--- src/shared/repeater_cfg_pkg.sv ---
// Package for the repeater configuration register bank: offsets, resets, field layout.
// Assumes the byte-wide access port of an I2C target engine outside this bank.
`default_nettype none
package repeater_cfg_pkg;
  // ----------------------------------------------------------------------
  // Register offsets
  // ----------------------------------------------------------------------
  localparam logic [7:0] ADDR_RSVD_ZERO = 8'h00;
  localparam logic [7:0] ADDR_CHIP_RESET = 8'h01;
  localparam logic [7:0] ADDR_ROLE_SPEED = 8'h02;
  localparam logic [7:0] ADDR_LINE_STATE = 8'h03;
  localparam logic [7:0] ADDR_EMB_RX = 8'h04;
  localparam logic [7:0] ADDR_EMB_TX = 8'h05;
  localparam logic [7:0] ADDR_LEG_RX = 8'h06;
  localparam logic [7:0] ADDR_LEG_EMPH = 8'h07;
  localparam logic [7:0] ADDR_LEG_EDGE = 8'h08;
  localparam logic [7:0] ADDR_LEG_TERM = 8'h09;
  localparam logic [7:0] ADDR_UNPLUG = 8'h0a;
  localparam logic [7:0] ADDR_RSVD_RO = 8'h0b;
  localparam logic [7:0] ADDR_ACCESS_KEY = 8'h0d;
  localparam logic [7:0] ADDR_VDET = 8'h0e;
  localparam logic [7:0] ADDR_ROLE_RPT = 8'h0f;
  localparam logic [7:0] ADDR_CONN_RPT = 8'h10;
  localparam logic [7:0] ADDR_RSVD_PAIR0 = 8'h11;
  localparam logic [7:0] ADDR_RSVD_PAIR1 = 8'h12;
  localparam logic [7:0] ADDR_STEP = 8'h13;
  localparam logic [7:0] ADDR_PART_LO = 8'h14;
  localparam logic [7:0] ADDR_PART_MID = 8'h15;
  localparam logic [7:0] ADDR_PART_HI = 8'h16;
  // ----------------------------------------------------------------------
  // Writable register table, index order matches the offsets 0x02..0x0a, 0x0d, 0x0e
  // ----------------------------------------------------------------------
  localparam int NUM_RW = 11;
  localparam logic [7:0] RW_ADDR [NUM_RW] = '{8'h02, 8'h03, 8'h04, 8'h05, 8'h06, 8'h07,
                                               8'h08, 8'h09, 8'h0a, 8'h0d, 8'h0e};
  localparam logic [7:0] RW_RESET [NUM_RW] = '{8'h00, 8'h00, 8'h20, 8'h10, 8'h50, 8'h00,
                                                8'h62, 8'h02, 8'h00, 8'h00, 8'h00};
  localparam int IDX_ROLE_SPEED = 0;
  localparam int IDX_EMB_RX = 2;
  localparam int IDX_LEG_RX = 4;
  localparam int IDX_LEG_EDGE = 6;
  // ----------------------------------------------------------------------
  // Fields and fixed answers
  // ----------------------------------------------------------------------
  localparam int SW_RESET_BIT = 0;
  localparam logic [7:0] UNMAPPED_READ = 8'hff;
  localparam logic [7:0] ZERO_BYTE = 8'h00;
  localparam logic [7:0] LAST_ADDR = 8'h16;
  localparam logic [3:0] ROLE_RPT_MASK = 4'hf;
  localparam logic [2:0] CONN_RPT_MASK = 3'h7;
  // Register access kinds, listed for reference; the decode and the checks do not use them.
  typedef enum logic [2:0]
  {
    ACC_RW = 3'b000,
    ACC_RO = 3'b001,
    ACC_WO = 3'b010,
    ACC_RAZ = 3'b011,
    ACC_SET = 3'b100,
    ACC_NONE = 3'b101
  } access_kind_t;
endpackage
`default_nettype wire
--- src/design/repeater_cfg_regs.sv ---
// Configuration and status register bank of the one-port repeater.
// Assumes an I2C target engine that hands over each received data byte as a one-cycle
// write strobe, and asks for each byte to send with a one-cycle read strobe.
`default_nettype none

// How it works
// - Bank served in both bus modes, single or sequential.
// - Read-write fields return last written value.
// - Read-only fields ignore host writes.
// - Write-only reads carry no meaning, no action.
// - Read-as-zero fields read zero, ignore writes.
// - Set-only bits set by one, kept by zero.
// - Power-on reset loads every listed default.
// - Software reset restores writables, self-clears, reads zero.
// - Unmapped addresses read 0xFF, writes ignored.
// - Pointer advances per byte; overflow bytes discarded.
module repeater_cfg_regs
  import repeater_cfg_pkg::*;
#(
  parameter logic [7:0] STEP_CODE = 8'h5a,  // Arbitrary value.
  parameter logic [7:0] PART_LO_CODE = 8'h11,  // Arbitrary value.
  parameter logic [7:0] PART_MID_CODE = 8'h44,  // Arbitrary value.
  parameter logic [7:0] PART_HI_CODE = 8'h01  // Arbitrary value.
)
(
  input wire logic i_ref_clk,
  input wire logic i_rst_b,
  input wire logic i_ext_reset_b,
  input wire logic i_ptr_load,
  input wire logic [7:0] i_ptr_addr,
  input wire logic i_wr_stb,
  input wire logic [7:0] i_wr_data,
  input wire logic i_rd_stb,
  input wire logic [3:0] i_role_speed_state,
  input wire logic [2:0] i_conn_state,
  output logic [7:0] o_rd_data,
  output logic [7:0] o_ptr,
  output logic [7:0] o_role_speed_forcing,
  output logic [7:0] o_line_state_forcing,
  output logic [7:0] o_embedded_side_receive_tuning,
  output logic [7:0] o_embedded_side_transmit_tuning,
  output logic [7:0] o_legacy_side_receive_tuning,
  output logic [7:0] o_legacy_side_emphasis_tuning,
  output logic [7:0] o_legacy_side_edge_swing_tuning,
  output logic [7:0] o_legacy_side_termination_select,
  output logic [7:0] o_unplug_detect_level,
  output logic [7:0] o_remote_access_key,
  output logic [7:0] o_voltage_detect_switch
);

  // ----------------------------------------------------------------------
  // Register pointer
  // ----------------------------------------------------------------------
  logic [7:0] ptr_ff;
  logic [7:0] rw_ff [NUM_RW];
  logic soft_reset_ff;
  logic [7:0] role_rpt_ff;
  logic [7:0] conn_rpt_ff;
  logic [7:0] rd_data_ff;
  logic [7:0] nxt_rd_data;

  // Index of the writable register at an address, or NUM_RW when none.
  function automatic int rw_index(input logic [7:0] addr);
    int idx;
    idx = NUM_RW;
    for (int k = 0; k < NUM_RW; k++)
    begin
      if (RW_ADDR[k] == addr)
      begin
        idx = k;
      end
    end
    return idx;
  endfunction

  // The pointer saturates at 0xFF, well past the map, so that a long burst never wraps back
  // onto live registers.
  always_ff @(posedge i_ref_clk or negedge i_rst_b)
  begin
    if (!i_rst_b)
    begin
      ptr_ff <= ZERO_BYTE;
    end
    else if (i_ptr_load)
    begin
      ptr_ff <= i_ptr_addr;
    end
    else if ((i_wr_stb || i_rd_stb) && ptr_ff != 8'hff)
    begin
      ptr_ff <= ptr_ff + 8'h01;
    end
  end

  // ----------------------------------------------------------------------
  // Writable registers and software reset
  // ----------------------------------------------------------------------
  // The external reset pin returns writables to defaults in the cycle after it is sampled low,
  // a software reset one cycle later than its write; the request bit then reads zero again.
  always_ff @(posedge i_ref_clk or negedge i_rst_b)
  begin
    if (!i_rst_b)
    begin
      soft_reset_ff <= 1'b0;
    end
    else
    begin
      soft_reset_ff <= i_wr_stb && !i_ptr_load && ptr_ff == ADDR_CHIP_RESET
                       && i_wr_data[SW_RESET_BIT];
    end
  end

  // No field of this map is set-only, so every writable bit takes the byte as written.
  // A set-only field would keep its old value ORed with the written byte instead.
  generate
    for (genvar g = 0; g < NUM_RW; g++)
    begin : g_rw
      always_ff @(posedge i_ref_clk or negedge i_rst_b)
      begin
        if (!i_rst_b)
        begin
          rw_ff[g] <= RW_RESET[g];
        end
        else if (soft_reset_ff || !i_ext_reset_b)
        begin
          rw_ff[g] <= RW_RESET[g];
        end
        else if (i_wr_stb && !i_ptr_load && rw_index(ptr_ff) == g)
        begin
          rw_ff[g] <= i_wr_data;
        end
      end
    end
  endgenerate

  // ----------------------------------------------------------------------
  // Status sampling
  // ----------------------------------------------------------------------
  // Snapshots are frozen while a read byte is being fetched so each byte is whole.
  always_ff @(posedge i_ref_clk or negedge i_rst_b)
  begin
    if (!i_rst_b)
    begin
      role_rpt_ff <= ZERO_BYTE;
      conn_rpt_ff <= ZERO_BYTE;
    end
    else if (!i_rd_stb)
    begin
      role_rpt_ff <= {4'h0, i_role_speed_state & ROLE_RPT_MASK};
      conn_rpt_ff <= {5'h00, i_conn_state & CONN_RPT_MASK};
    end
  end

  // ----------------------------------------------------------------------
  // Read path
  // ----------------------------------------------------------------------
  always_comb
  begin
    nxt_rd_data = UNMAPPED_READ;
    case (ptr_ff)
      ADDR_RSVD_ZERO, ADDR_RSVD_PAIR0, ADDR_RSVD_PAIR1: nxt_rd_data = ZERO_BYTE;
      ADDR_CHIP_RESET: nxt_rd_data = ZERO_BYTE;
      ADDR_RSVD_RO: nxt_rd_data = ZERO_BYTE;
      ADDR_ROLE_RPT: nxt_rd_data = role_rpt_ff;
      ADDR_CONN_RPT: nxt_rd_data = conn_rpt_ff;
      ADDR_STEP: nxt_rd_data = STEP_CODE;
      ADDR_PART_LO: nxt_rd_data = PART_LO_CODE;
      ADDR_PART_MID: nxt_rd_data = PART_MID_CODE;
      ADDR_PART_HI: nxt_rd_data = PART_HI_CODE;
      default:
      begin
        if (rw_index(ptr_ff) < NUM_RW)
        begin
          nxt_rd_data = rw_ff[rw_index(ptr_ff)];
        end
      end
    endcase
  end

  // A read has no side effect beyond the pointer step, so write-only or set-only
  // fields could be added here without read actions.
  always_ff @(posedge i_ref_clk or negedge i_rst_b)
  begin
    if (!i_rst_b)
    begin
      rd_data_ff <= ZERO_BYTE;
    end
    else if (i_rd_stb)
    begin
      rd_data_ff <= nxt_rd_data;
    end
  end

  assign o_rd_data = rd_data_ff;
  assign o_ptr = ptr_ff;
  assign o_role_speed_forcing = rw_ff[0];
  assign o_line_state_forcing = rw_ff[1];
  assign o_embedded_side_receive_tuning = rw_ff[2];
  assign o_embedded_side_transmit_tuning = rw_ff[3];
  assign o_legacy_side_receive_tuning = rw_ff[4];
  assign o_legacy_side_emphasis_tuning = rw_ff[5];
  assign o_legacy_side_edge_swing_tuning = rw_ff[6];
  assign o_legacy_side_termination_select = rw_ff[7];
  assign o_unplug_detect_level = rw_ff[8];
  assign o_remote_access_key = rw_ff[9];
  assign o_voltage_detect_switch = rw_ff[10];

  // ----------------------------------------------------------------------
  // Checks
  // ----------------------------------------------------------------------
  // Write antecedents leave out the reset paths, because a reset in the same cycle rightly
  // overrides the write; the status checks assume one idle cycle between read strobes.
  ptr_advance_a : assert property (@(posedge i_ref_clk) disable iff (!i_rst_b)
    (i_wr_stb && !i_ptr_load && ptr_ff < LAST_ADDR) |=> ptr_ff == $past(ptr_ff) + 8'h01)
    else $error("Pointer did not advance after a byte.");

  rd_advance_a : assert property (@(posedge i_ref_clk) disable iff (!i_rst_b)
    (i_rd_stb && !i_ptr_load && ptr_ff < LAST_ADDR) |=> ptr_ff == $past(ptr_ff) + 8'h01)
    else $error("Pointer did not advance after a read.");

  ptr_load_a : assert property (@(posedge i_ref_clk) disable iff (!i_rst_b)
    i_ptr_load |=> o_ptr == $past(i_ptr_addr))
    else $error("Pointer not loaded from the address byte.");

  rw_write_a : assert property (@(posedge i_ref_clk) disable iff (!i_rst_b)
    (i_wr_stb && !i_ptr_load && ptr_ff == ADDR_EMB_RX && i_ext_reset_b && !soft_reset_ff)
    |=> o_embedded_side_receive_tuning == $past(i_wr_data))
    else $error("Written byte not stored.");

  soft_reset_a : assert property (@(posedge i_ref_clk) disable iff (!i_rst_b)
    (i_wr_stb && !i_ptr_load && ptr_ff == ADDR_CHIP_RESET && i_wr_data[SW_RESET_BIT])
    |=> ##1 (o_legacy_side_receive_tuning == RW_RESET[IDX_LEG_RX] && !soft_reset_ff))
    else $error("Software reset did not restore defaults.");

  soft_all_a : assert property (@(posedge i_ref_clk) disable iff (!i_rst_b)
    soft_reset_ff |=> (o_role_speed_forcing == RW_RESET[IDX_ROLE_SPEED]
    && o_embedded_side_receive_tuning == RW_RESET[IDX_EMB_RX]))
    else $error("Software reset missed a writable register.");

  soft_clear_a : assert property (@(posedge i_ref_clk) disable iff (!i_rst_b)
    soft_reset_ff |=> !soft_reset_ff)
    else $error("Software reset request did not clear itself.");

  zero_write_a : assert property (@(posedge i_ref_clk) disable iff (!i_rst_b)
    (i_wr_stb && !i_ptr_load && ptr_ff == ADDR_CHIP_RESET && !i_wr_data[SW_RESET_BIT])
    |=> !soft_reset_ff)
    else $error("Writing zero started a software reset.");

  ext_reset_a : assert property (@(posedge i_ref_clk) disable iff (!i_rst_b)
    !i_ext_reset_b |=> o_legacy_side_edge_swing_tuning == RW_RESET[IDX_LEG_EDGE])
    else $error("Reset pin did not restore defaults.");

  ext_hold_a : assert property (@(posedge i_ref_clk) disable iff (!i_rst_b)
    !i_ext_reset_b |=> o_embedded_side_receive_tuning == RW_RESET[IDX_EMB_RX])
    else $error("Reset pin did not hold receive tuning at default.");

  unmapped_read_a : assert property (@(posedge i_ref_clk) disable iff (!i_rst_b)
    (i_rd_stb && ptr_ff > LAST_ADDR) |=> o_rd_data == UNMAPPED_READ)
    else $error("Unmapped read not 0xFF.");

  unmapped_write_a : assert property (@(posedge i_ref_clk) disable iff (!i_rst_b)
    (i_wr_stb && !i_ptr_load && ptr_ff > LAST_ADDR && i_ext_reset_b && !soft_reset_ff)
    |=> ($stable(o_remote_access_key) && $stable(o_voltage_detect_switch)))
    else $error("Unmapped write changed a register.");

  raz_read_a : assert property (@(posedge i_ref_clk) disable iff (!i_rst_b)
    (i_rd_stb && (ptr_ff == ADDR_RSVD_ZERO || ptr_ff == ADDR_CHIP_RESET)) |=> o_rd_data == ZERO_BYTE)
    else $error("Zero field read non zero.");

  raz_write_a : assert property (@(posedge i_ref_clk) disable iff (!i_rst_b)
    (i_wr_stb && !i_ptr_load && ptr_ff == ADDR_RSVD_ZERO && i_ext_reset_b && !soft_reset_ff)
    |=> ($stable(o_role_speed_forcing) && $stable(o_line_state_forcing)))
    else $error("Write to a zero field changed a register.");

  status_read_a : assert property (@(posedge i_ref_clk) disable iff (!i_rst_b)
    (i_rd_stb && ptr_ff == ADDR_ROLE_RPT) |=> o_rd_data == {4'h0, $past(i_role_speed_state, 2)})
    else $error("Status byte not the sampled state.");

  status_conn_a : assert property (@(posedge i_ref_clk) disable iff (!i_rst_b)
    (i_rd_stb && ptr_ff == ADDR_CONN_RPT) |=> o_rd_data == {5'h00, $past(i_conn_state, 2)})
    else $error("Link status byte not the sampled state.");

  ro_hold_a : assert property (@(posedge i_ref_clk) disable iff (!i_rst_b)
    (i_rd_stb && ptr_ff == ADDR_PART_LO) |=> o_rd_data == PART_LO_CODE)
    else $error("Read-only byte changed.");

  ro_write_a : assert property (@(posedge i_ref_clk) disable iff (!i_rst_b)
    (i_wr_stb && !i_ptr_load && ptr_ff >= ADDR_ROLE_RPT && i_ext_reset_b && !soft_reset_ff)
    |=> ($stable(o_unplug_detect_level) && $stable(o_remote_access_key) && $stable(o_voltage_detect_switch)))
    else $error("Host write to a read-only byte changed a register.");

  read_stable_a : assert property (@(posedge i_ref_clk) disable iff (!i_rst_b)
    (!i_rd_stb && !i_ext_reset_b == 1'b0 && !soft_reset_ff && !i_wr_stb)
    |=> $stable(o_role_speed_forcing))
    else $error("Register changed without a write.");

  rd_hold_a : assert property (@(posedge i_ref_clk) disable iff (!i_rst_b)
    !i_rd_stb |=> $stable(o_rd_data))
    else $error("Read byte changed without a read strobe.");

endmodule
`default_nettype wire

--- config.mk ---
export PLATFORM = sky130hd
export DESIGN_NAME = repeater_cfg_regs
export DESIGN_NICKNAME = d
export VERILOG_FILES = /design/src/shared/repeater_cfg_pkg.sv /design/src/design/repeater_cfg_regs.sv
export SDC_FILE = /design/constraint.sdc
export NUM_CORES = 1
export LEC_CHECK = 0
export ABC_AREA = 1
export BUFFER_PORTS_ARGS = -buffer_cell sky130_fd_sc_hd__buf_2
export CELL_PAD_IN_SITES_DETAIL_PLACEMENT = 1
export CELL_PAD_IN_SITES_GLOBAL_PLACEMENT = 2
export CORE_MARGIN = 2
export CORE_UTILIZATION = 28
export DETAILED_ROUTE_END_ITERATION = 10
export GPL_ROUTABILITY_DRIVEN = 1
export PLACE_DENSITY_LB_ADDON = 0.2
export REMOVE_ABC_BUFFERS = 1
export SYNTH_ARGS = -nofsm -noshare
export SYNTH_HDL_FRONTEND = slang
export SYNTH_SLANG_ARGS = --single-unit
--- constraint.sdc ---
create_clock -name i_ref_clk -period 2 [get_ports i_ref_clk]
set_input_delay 0.2 -clock i_ref_clk [delete_from_list [all_inputs] [get_ports i_ref_clk]]
set_output_delay 0.2 -clock i_ref_clk [all_outputs]
set_load 0.01 [all_outputs]
### Yosys cells after proc, flatten, opt, wreduce, memory -nomap -nowiden

Cells that the tools add are included.

| storage, ports and cells | value |
|---|---|
| flip-flop bits (word level) | 112 |
| output and inout port bits | 104 |
| memory bits (writable) | 0 |
| memories kept | 0 |
| bits in read-only memories | 0 |
| input port bits | 29 |
| logic and storage cells | 131 |
| latch bits | 0 |

| cells by class | value |
|---|---|
| $lt $le $gt $ge | 2 |
| shifts and indexed selects | 0 |
| bitwise gates (word level) | 1 |
| equal/unequal tests | 32 |
| div/mod/pow operators | 0 |
| reductions and logical operators | 35 |
| $add $sub $neg | 1 |
| mux-type cells | 44 |
| multiply operators | 0 |

Operator list:

| cell | count |
|---|---|
| 32-bit 2-to-1 mux | 13 |
| 8-bit 2-to-1 mux | 27 |
| 32-bit by 4-bit equality test with 1-bit output (second input constant) | 4 |
| 32-bit by 5-bit equality test with 1-bit output (second input constant) | 3 |
| 32-bit by 3-bit equality test with 1-bit output (second input constant) | 2 |
| 8-bit by 5-bit equality test with 1-bit output (second input constant) | 7 |
| 8-bit one-hot mux with 7 select lines | 1 |
| 4-bit by 8-bit equality test with 1-bit output (first input constant) | 5 |
| 8-bit binary-select mux with 4-bit select | 1 |
| 3-bit by 8-bit equality test with 1-bit output (first input constant) | 4 |
| 32-bit by 2-bit equality test with 1-bit output (second input constant) | 1 |
| 32-bit by 5-bit >= comparator with 1-bit output (second input constant) | 1 |
| 32-bit logical NOT | 1 |
| 32-bit by 5-bit < comparator with 1-bit output (second input constant) | 1 |
| 32-bit inverter | 1 |
| 2-bit nonzero test | 12 |
| 2-bit by 8-bit equality test with 1-bit output (first input constant) | 2 |
| 8-bit by 4-bit equality test with 1-bit output (second input constant) | 2 |
| 1-bit logical AND | 15 |
| 11-bit OR reduction | 1 |
| 8-bit by 1-bit adder with 8-bit output (second input constant) | 1 |
| 8-bit by 1-bit equality test with 1-bit output (second input constant) | 1 |
| 8-bit logical NOT | 1 |
| 4-bit 2-to-1 mux | 2 |
| 4 further kinds | 6 |

### Logic depth before layout (Yosys ltp)

Gate-level depths: netlist of the first run.

| depth | value |
|---|---|
| depth after elaboration | 22 |
| mapped depth | 22 |
| mapped depth without buffers | 21 |

### Worst setup path after synthesis of the first run

OpenSTA, ideal clock, no wires.

| timing path | value |
|---|---|
| path kind | flip-flop to flip-flop |
| start point | register ptr_ff[0], in the netlist o_ptr[0] |
| end point | register rw_ff, in the netlist o_remote_access_key[7] |
| arrival | 2,087 ps |
| path buffers | 1 |
| stages on the path, launching flop included | 15 |
| required time | 1,870 ps |
| path slack | -217 ps |
| period minus slack after synthesis | 2,217 ps |
| setup time | 130 ps |
| cells stage by stage | dfrtp_1 > inv_1 > ha_1 > inv_1 > nor3_1 > inv_2 > nand3_2 > nor2_4 > nor2_8 > nand2_1 > o31ai_2 > inv_2 > buf_6 > nand2_1 > o21ai_1 |

| on the way | value |
|---|---|
| longest elaborated chain between the ends | 16 |
| elaborated cells on any way between the ends | 26 |
| those cells by class | eq/ne (12); mux (12); reduce/logical (2) |

Ends and longest elaborated chain:

| element | line | text |
|---|---|---|
| from (decl) | repeater_cfg_regs.sv:54 | `logic [7:0] ptr_ff;` |
| from (signal assigned) | repeater_cfg_regs.sv:86 | `ptr_ff <= i_ptr_addr;` |
| from (signal assigned) | repeater_cfg_regs.sv:90 | `ptr_ff <= ptr_ff + 8'h01;` |
| 2-bit by 8-bit equality test with 1-bit output | repeater_cfg_regs.sv:68 | `if (RW_ADDR[k] == addr)` |
| 4-bit 2-to-1 mux (2 in series) | repeater_cfg_regs.sv:68 |  |
| 32-bit 2-to-1 mux | repeater_cfg_regs.sv:68 |  |
| 32-bit 2-to-1 mux | -- |  |
| 32-bit 2-to-1 mux (6 in series) | repeater_cfg_regs.sv:68 |  |
| 32-bit 2-to-1 mux (*) | repeater_cfg_regs.sv:68 |  |
| 32-bit 2-to-1 mux (*) | repeater_cfg_regs.sv:123 | `else if (soft_reset_ff \|\| !i_ext_reset_b)` |
| 32-bit by 5-bit equality test with 1-bit output (*) | repeater_cfg_regs.sv:127 | `else if (i_wr_stb && !i_ptr_load && rw_index(ptr_ff) == g)` |
| 1-bit logical AND (*) | repeater_cfg_regs.sv:127 |  |
| 2-bit nonzero test (no source line) (*) | -- |  |
| to (signal, indexed assignment) | repeater_cfg_regs.sv:121 | `rw_ff[g] <= RW_RESET[g];` |
| to (signal, indexed assignment) | repeater_cfg_regs.sv:125 | `rw_ff[g] <= RW_RESET[g];` |
| to (signal, indexed assignment) | repeater_cfg_regs.sv:129 | `rw_ff[g] <= i_wr_data;` |
| to (decl) | repeater_cfg_regs.sv:55 | `logic [7:0] rw_ff [NUM_RW];` |

Every way passes the cells marked *; elsewhere a longest branch is shown, timed or not. The select of a mux whose other input is x is not followed.
A chain may end at the register's enable or synchronous reset.

### Worst setup path after layout of the first run

| timing path | value |
|---|---|
| start point | register ptr_ff[2], in the netlist o_ptr[2] |
| end point | register rw_ff, in the netlist o_remote_access_key[5] |

The elaborated chain is that of the path after synthesis.

==> flow_metrics.tcl, run 1 <==
set metrics [dict create \
    synth.top_cells.by_area "dfrtp_1 (44%), nand2_1 (18%), nand3_1 (5.5%)" \
    grt_overflow 0 \
    io_buffers 132 \
    max_freq_mhz 390 \
    die-width_um 150 \
    criticalPathCategory "flip-flop to flip-flop" \
    synth-compound-area-share_pct 12.0 \
    slew_violations 0 \
    start_util_pct 28.4 \
    status "complete, but fails checks" \
    drtIter0Drc 352 \
    avgSynthCellArea_um2 7.59 \
    crit_path_end_kind "flip-flop" \
    rows 53 \
    finalHoldViolCount 0 \
    grt_pass1_vias 6512 \
    setup_violations 87 \
    cts_root_buf "clkbuf_16" \
    crit_path_start_kind "flip-flop" \
    place_area_mm2 0.00763 \
    synth_fa_ha_area_share_pct 0.841 \
    cts_sinks 112 \
    max_cap_viol_count 0 \
    cts.htree.levels 3 \
    synth_simple_gate_area_share_pct 32.4 \
    layout_setup_ws_ns -0.563 \
    n_fill_cell 2550 \
    antenna_found_initial 0 \
    ant_nets 0 \
    cts_tree "done" \
    clk_path_buf_depth 2 \
    crit_arrival_ns 2.80 \
    p_leak_nw 4.56 \
    violations "negative setup slack" \
    power_w 0.00630 \
    min_period_over_period_pct 128 \
    die_h_um 150 \
    synth.mux.area_fraction_pct 0.168 \
    area_delta_synth_final_pct 54.7 \
    dr.pass1.iters 4 \
    tightestPinTransition_ns 0.526 \
    skew_ns 0.0132 \
    ys.warnings.count 0 \
    slew_headroom_pct 64.9 \
    grt_pass1_wl_mm 37.5 \
    core_mm2 0.0210 \
    grtUsageTotal_pct 21.9 \
    synth_top_family_by_area "simple AND/OR/NAND/NOR gates" \
    multi_input_area_mm2 0.00338 \
    n_antenna_cell 0 \
    preCtsSetupSlack_ns -0.543 \
    drt-total-wl_mm 26.1 \
    path_clk_slew_ns 0.08 \
    final-seq-area_mm2 0.00282 \
    yosys.area.top_type "dfrtp_1" \
    ir_drop_uv 409 \
    syn_area_mm2 0.00595 \
    synth_seq_area_share_pct 47.2 \
    ios 133 \
    place.gp.congestion 0.867 \
    wl_per_cell_um 19.8 \
    required_ns 2.23 \
    hold_class "input port to flip-flop" \
    vias_per_cell 4.94 \
    vias 6523 \
    die-area_mm2 0.0224 \
    drive_above_1_share_pct 47.4 \
    period_minus_slack_ns 2.56 \
    rsz0062_at_grt "yes" \
    grt_max_degree 43 \
    synthXorXnorAreaFrac_pct 0.147 \
    critPathMaxFanout 8 \
    powerDensity_mw_per_mm2 685 \
    fin_area_mm2 0.00921 \
    synth.ff_latch_count 112 \
    clkLatencyLatePin_ns 0.37 \
    layout.nets 1074 \
    place_hpwl_mm 17.3 \
    holdWs_ns 0.0278 \
    post-route-drc-count 0 \
    yosys.area.top_type_share_pct 43.7 \
    syn_inst 785 \
    synth_cell_types 42 \
    numCtsBuffers 9 \
]
final timing paths:
check                                      startpoint                                        endpoint  slack (ns)  depth (start not counted)
min in group asynchronous                     i_rst_b             o_line_state_forcing[1]$_DFFE_PN0P_        0.34                          2
max in group asynchronous                     i_rst_b  o_legacy_side_edge_swing_tuning[5]$_DFFE_PN1P_        0.98                          3
max reg2reg                      o_ptr[2]$_DFFE_PN0P_              o_remote_access_key[5]$_DFFE_PN0P_       -0.56                         14
max                              o_ptr[2]$_DFFE_PN0P_              o_remote_access_key[5]$_DFFE_PN0P_       -0.56                         14
min                             i_role_speed_state[0]                      role_rpt_ff[0]$_DFFE_PN0N_        0.03                          3
min reg2reg                conn_rpt_ff[2]$_DFFE_PN0N_                      conn_rpt_ff[2]$_DFFE_PN0N_        0.49                          2
critical path: stages, from the launching register on:
cell and delay [ns]:
dfrtp_1 0.42, buf_4 0.17, nand2_2 0.13, inv_2 0.11, nand3_4 0.12, nand2_2 0.07
buf_6 0.12, nor3_4 0.28, nor2_4 0.10, nor2_8 0.14, nand2_4 0.07, o31ai_4 0.34
clkinv_4 0.20, nand2_2 0.09, o21ai_1 0.06
final cells by class:
type                    instances  share of cell area, %
inverters                      65                   3.22
multi-input cells             572                   36.7
repair inverters                5                  0.435
clock inverters                 4                  0.367
clock buffers                  12                   2.79
flip-flops and latches        112                   30.6
well taps                     275                   3.74
repair buffers                276                   22.2
power breakdown:
part,switching [W],total (W),leakage [nW],internal (W)
Clock,0.000926,0.00186,0.145,0.000934
Sequential,0.000216,0.00269,1.41,0.00247
Combinational,0.00102,0.00175,3.00,0.000731
Total,0.00216,0.00630,4.56,0.00414
routing by layer:
metal | up-vias | global-route usage, % | wire length, um
met5 | - | 0 | 0
met4 | 0 | 5.42 | 202
met3 | 14 | 2.23 | 998
met2 | 155 | 35.6 | 12700
met1 | 3264 | 31.5 | 12100
li1 | 3090 | - | -
stage by stage:
| step | TNS (ns) | std cells | utilization [%] |
|---|---|---|---|
| after floorplan | -37.04 | 749 | - |
| after global placement | -26.62 | 1256 | 36.4 |
| after detailed placement | -31.25 | 1256 | 36.4 |
| after CTS | -19.58 | 1295 | 40.8 |
| after global routing | -47.48 | 1321 | 43.9 |
| final | -36.91 | 1321 | 43.9 |
cells by family (layout without fill, tap and decap cells):
| logic type | count (synthesis) | after routing |
|---|---|---|
| XOR/XNOR | 1 | 1 |
| flip-flops | 112 | 112 |
| buffers and inverters | 101 | 362 |
| adder cells (fa/ha/maj) | 4 | 4 |
| AND/OR/NAND/NOR | 432 | 432 |
| multiplexers | 1 | 1 |
| AO/OA/AOI/OAI | 134 | 134 |
cells in the mapped netlist, drive strengths merged:
| cell | instances |
|---|---|
| a211oi | 1 |
| a21oi | 16 |
| a221oi | 3 |
| a22oi | 1 |
| a31oi | 1 |
| buf | 22 |
| clkbuf | 14 |
| clkinv | 1 |
| dfrtp | 104 |
| dfstp | 8 |
| ha | 4 |
| inv | 64 |
| mux2i | 1 |
| nand2 | 291 |
| nand3 | 68 |
| nand3b | 1 |
| nand4 | 24 |
| nor2 | 34 |
| nor3 | 12 |
| nor4 | 1 |
| o211ai | 3 |
| o21ai | 107 |
| o311ai | 1 |
| o31ai | 1 |
| or2 | 1 |
| xor2 | 1 |
repair_timing:
| action | in CTS | in global routing |
|---|---|---|
| pin swaps | 29 | 47 |
| endpoints found under the setup margin | 88 | 96 |
| gates resized for setup | 123 | 159 |
| endpoints found under the hold margin | 27 | 0 |
| buffers inserted | 18 | 23 |
| hold buffers | 1 | 0 |
| gates cloned | 4 | 5 |
cells in the final DEF (no fill, tap or decap), types with 8 or more instances in the layout:
cell type and count:
nor2_4 11, o21ai_2 15, dfstp_2 8, buf_4 106, o21ai_0 26, buf_12 11, nand2_2 79, nand2_1 199
inv_2 15, inv_1 35, nand2_4 11, nand3_1 52, a21oi_1 10, clkbuf_16 11, nand4_1 24, nor2_1 19
buf_2 131, inv_4 9, nand3_2 11, o21ai_1 65, dfrtp_1 101, buf_6 20
Power figures use the tool's default switching activity.
==> inputs of run 2 (changes only) <==
--- a/config.mk
+++ b/config.mk
@@ -14,6 +14,7 @@
 export DETAILED_ROUTE_END_ITERATION = 10
 export GPL_ROUTABILITY_DRIVEN = 1
 export PLACE_DENSITY_LB_ADDON = 0.2
+export RECOVER_POWER = 50
 export REMOVE_ABC_BUFFERS = 1
 export SYNTH_ARGS = -nofsm -noshare
 export SYNTH_HDL_FRONTEND = slang
==> run 2 against run 1 <==
The run still ends with negative setup slack left; core utilization is 0.14 points lower; final area is 0.31% lower; flip-flop and latch count unchanged; clock power about the same; critical path type unchanged; critical endpoint unchanged.
==> flow_metrics.tcl, run 2 (same netlist as run 1, synthesis figures left out) <==
set metrics [dict create \
    die-width_um 150 \
    critPathMaxFanout 8 \
    grt_overflow 0 \
    path_clk_slew_ns 0.08 \
    crit_arrival_ns 2.80 \
    start_util_pct 28.4 \
    required_ns 2.24 \
    cp_top_family "simple AND/OR/NAND/NOR gates" \
    multi_input_area_mm2 0.00338 \
    slew_headroom_pct 41.9 \
    crit_path_end_kind "flip-flop" \
    max_cap_viol_count 0 \
    max_freq_mhz 390 \
    layout_setup_ws_ns -0.565 \
    holdWs_ns 0.0285 \
    drtIter0Drc 373 \
    p_comb_share_pct 27.7 \
    ir_drop_uv 409 \
    grt_pass1_vias 6512 \
    area_delta_synth_final_pct 54.2 \
    slowest_delay_ns 0.42 \
    layout_common_cells "nand2_1 (199), buf_2 (130), buf_4 (105)" \
    slew_violations 0 \
    antenna_found_initial 0 \
    grtUsageTotal_pct 21.9 \
    path_cells "buf_4 -> nand2_2 -> inv_2 -> nand3_4 -> nand2_2 -> buf_6 -> nor3_4 -> nor2_4 -> nor2_8 -> nand2_4 -> o31ai_4 -> clkinv_4 -> nand2_2 -> o21ai_1" \
    wl_per_cell_um 19.7 \
    core_mm2 0.0210 \
    n_fill_cell 2555 \
    clk_path_buf_depth 2 \
    layout.nets 1074 \
    final_util_pct 43.8 \
    cts.htree.levels 3 \
    ios 133 \
    p_int_w 0.00413 \
    io_buffers 132 \
    hold_class "input port to flip-flop" \
    skew_ns 0.0133 \
    min_period_over_period_pct 128 \
    numCtsBuffers 9 \
    p_leak_nw 4.55 \
    place_area_mm2 0.00763 \
    cts_root_buf "clkbuf_16" \
    finalHoldViolCount 0 \
    ant_nets 0 \
    die_h_um 150 \
    cts_tree "done" \
    place_hpwl_mm 17.3 \
    pwr-share-clk_pct 29.5 \
    status "complete, but fails checks" \
    grt_max_degree 43 \
    powerDensity_mw_per_mm2 685 \
    clkLatencyLatePin_ns 0.37 \
    criticalPathCategory "flip-flop to flip-flop" \
    rsz0062_at_grt "yes" \
    period_minus_slack_ns 2.56 \
    place.gp.congestion 0.867 \
    grt_pass1_wl_mm 37.5 \
    rows 53 \
    drive_above_1_share_pct 47.3 \
    final-seq-area_mm2 0.00282 \
    crit_buf_inv 4 \
    setup_tns_ns -36.86 \
    mostFrequentLayoutCell "nand2_1" \
    post-route-drc-count 0 \
    crit_path_start_kind "flip-flop" \
    fin_area_mm2 0.00918 \
    drt-total-wl_mm 26.0 \
    violations "negative setup slack" \
    n_antenna_cell 0 \
    switching_share_pct 34.3 \
    setup_violations 87 \
    cts_sinks 112 \
    p_sw_w 0.00216 \
    tightestPinTransition_ns 0.872 \
    seqPwrFrac_pct 42.7 \
    cpMostUsedCell "nand2_2" \
    vias 6497 \
    die-area_mm2 0.0224 \
    worst_path_max_delay_cell "dfrtp_1" \
    vias_per_cell 4.92 \
    dr.pass1.iters 5 \
]
==> run 2: area by class of cell <==
class                           instances  share of cell area, %
Multi-Input combinational cell        572                   36.8
Sequential cell                       112                   30.7
Timing Repair Buffer                  276                   21.9
Tap cell                              275                   3.75
Inverter                               65                   3.23
Clock buffer                           12                   2.79
Timing Repair inverter                  5                  0.436
Clock inverter                          4                  0.368
==> run 2: worst paths after layout <==
path	start	end	slack (ns)	cells past startpoint
max	o_ptr[2]$_DFFE_PN0P_	o_remote_access_key[5]$_DFFE_PN0P_	-0.56	14
min	i_role_speed_state[0]	role_rpt_ff[0]$_DFFE_PN0N_	0.03	3
max reg2reg	o_ptr[2]$_DFFE_PN0P_	o_remote_access_key[5]$_DFFE_PN0P_	-0.56	14
min reg2reg	conn_rpt_ff[2]$_DFFE_PN0N_	conn_rpt_ff[2]$_DFFE_PN0N_	0.49	2
max in group asynchronous	i_rst_b	o_ptr[0]$_DFFE_PN0P_	0.21	3
min in group asynchronous	i_rst_b	o_line_state_forcing[1]$_DFFE_PN0P_	0.49	2
==> run 2: worst reg2reg max path, stage by stage (launching register included) <==
cell and delay (ns):
dfrtp_1 0.42, buf_4 0.17, nand2_2 0.13, inv_2 0.11, nand3_4 0.12, nand2_2 0.08, buf_6 0.12, nor3_4 0.28
nor2_4 0.10, nor2_8 0.14, nand2_4 0.07, o31ai_4 0.35, clkinv_4 0.20, nand2_2 0.09, o21ai_1 0.06
==> run 2: stage by stage <==
stage | std cells | total power, W | worst slack [ns]
2_1_floorplan | 749 | 0.00326 | -0.605
3_3_place_gp | 1256 | 0.00404 | -0.393
3_5_place_dp | 1256 | 0.00406 | -0.543
4_1_cts | 1295 | 0.00611 | -0.344
5_1_grt | 1321 | 0.00656 | -0.690
6_report | 1321 | 0.00629 | -0.565
==> run 2: timing repair <==
action                                  4_1_cts  5_1_grt
gates resized for setup                     123      159
cloned                                        4        5
hold endpoints to repair                     27        0
pin swaps                                    29       47
buffers inserted                             18       23
hold buffers                                  1        0
endpoints found under the setup margin       88       96
==> run 2: power groups by stage <==
stage | combinational, W | clock (W) | sequential [W]
6_report | 0.00175 | 0.00186 | 0.00269
5_1_grt | 0.00189 | 0.00196 | 0.00272
4_1_cts | 0.00154 | 0.00189 | 0.00268
3_5_place_dp | 0.00135 | 0 | 0.00272
3_3_place_gp | 0.00133 | 0 | 0.00271
2_1_floorplan | 0.000507 | 0 | 0.00275
==> run 2: layer usage <==
metal	GRT usage, %	vias to the layer above	routed length (um)
li1	-	3085	-
met1	31.5	3245	12100
met2	35.6	151	12700
met3	2.23	16	1010
met4	5.42	0	248
met5	0	-	0
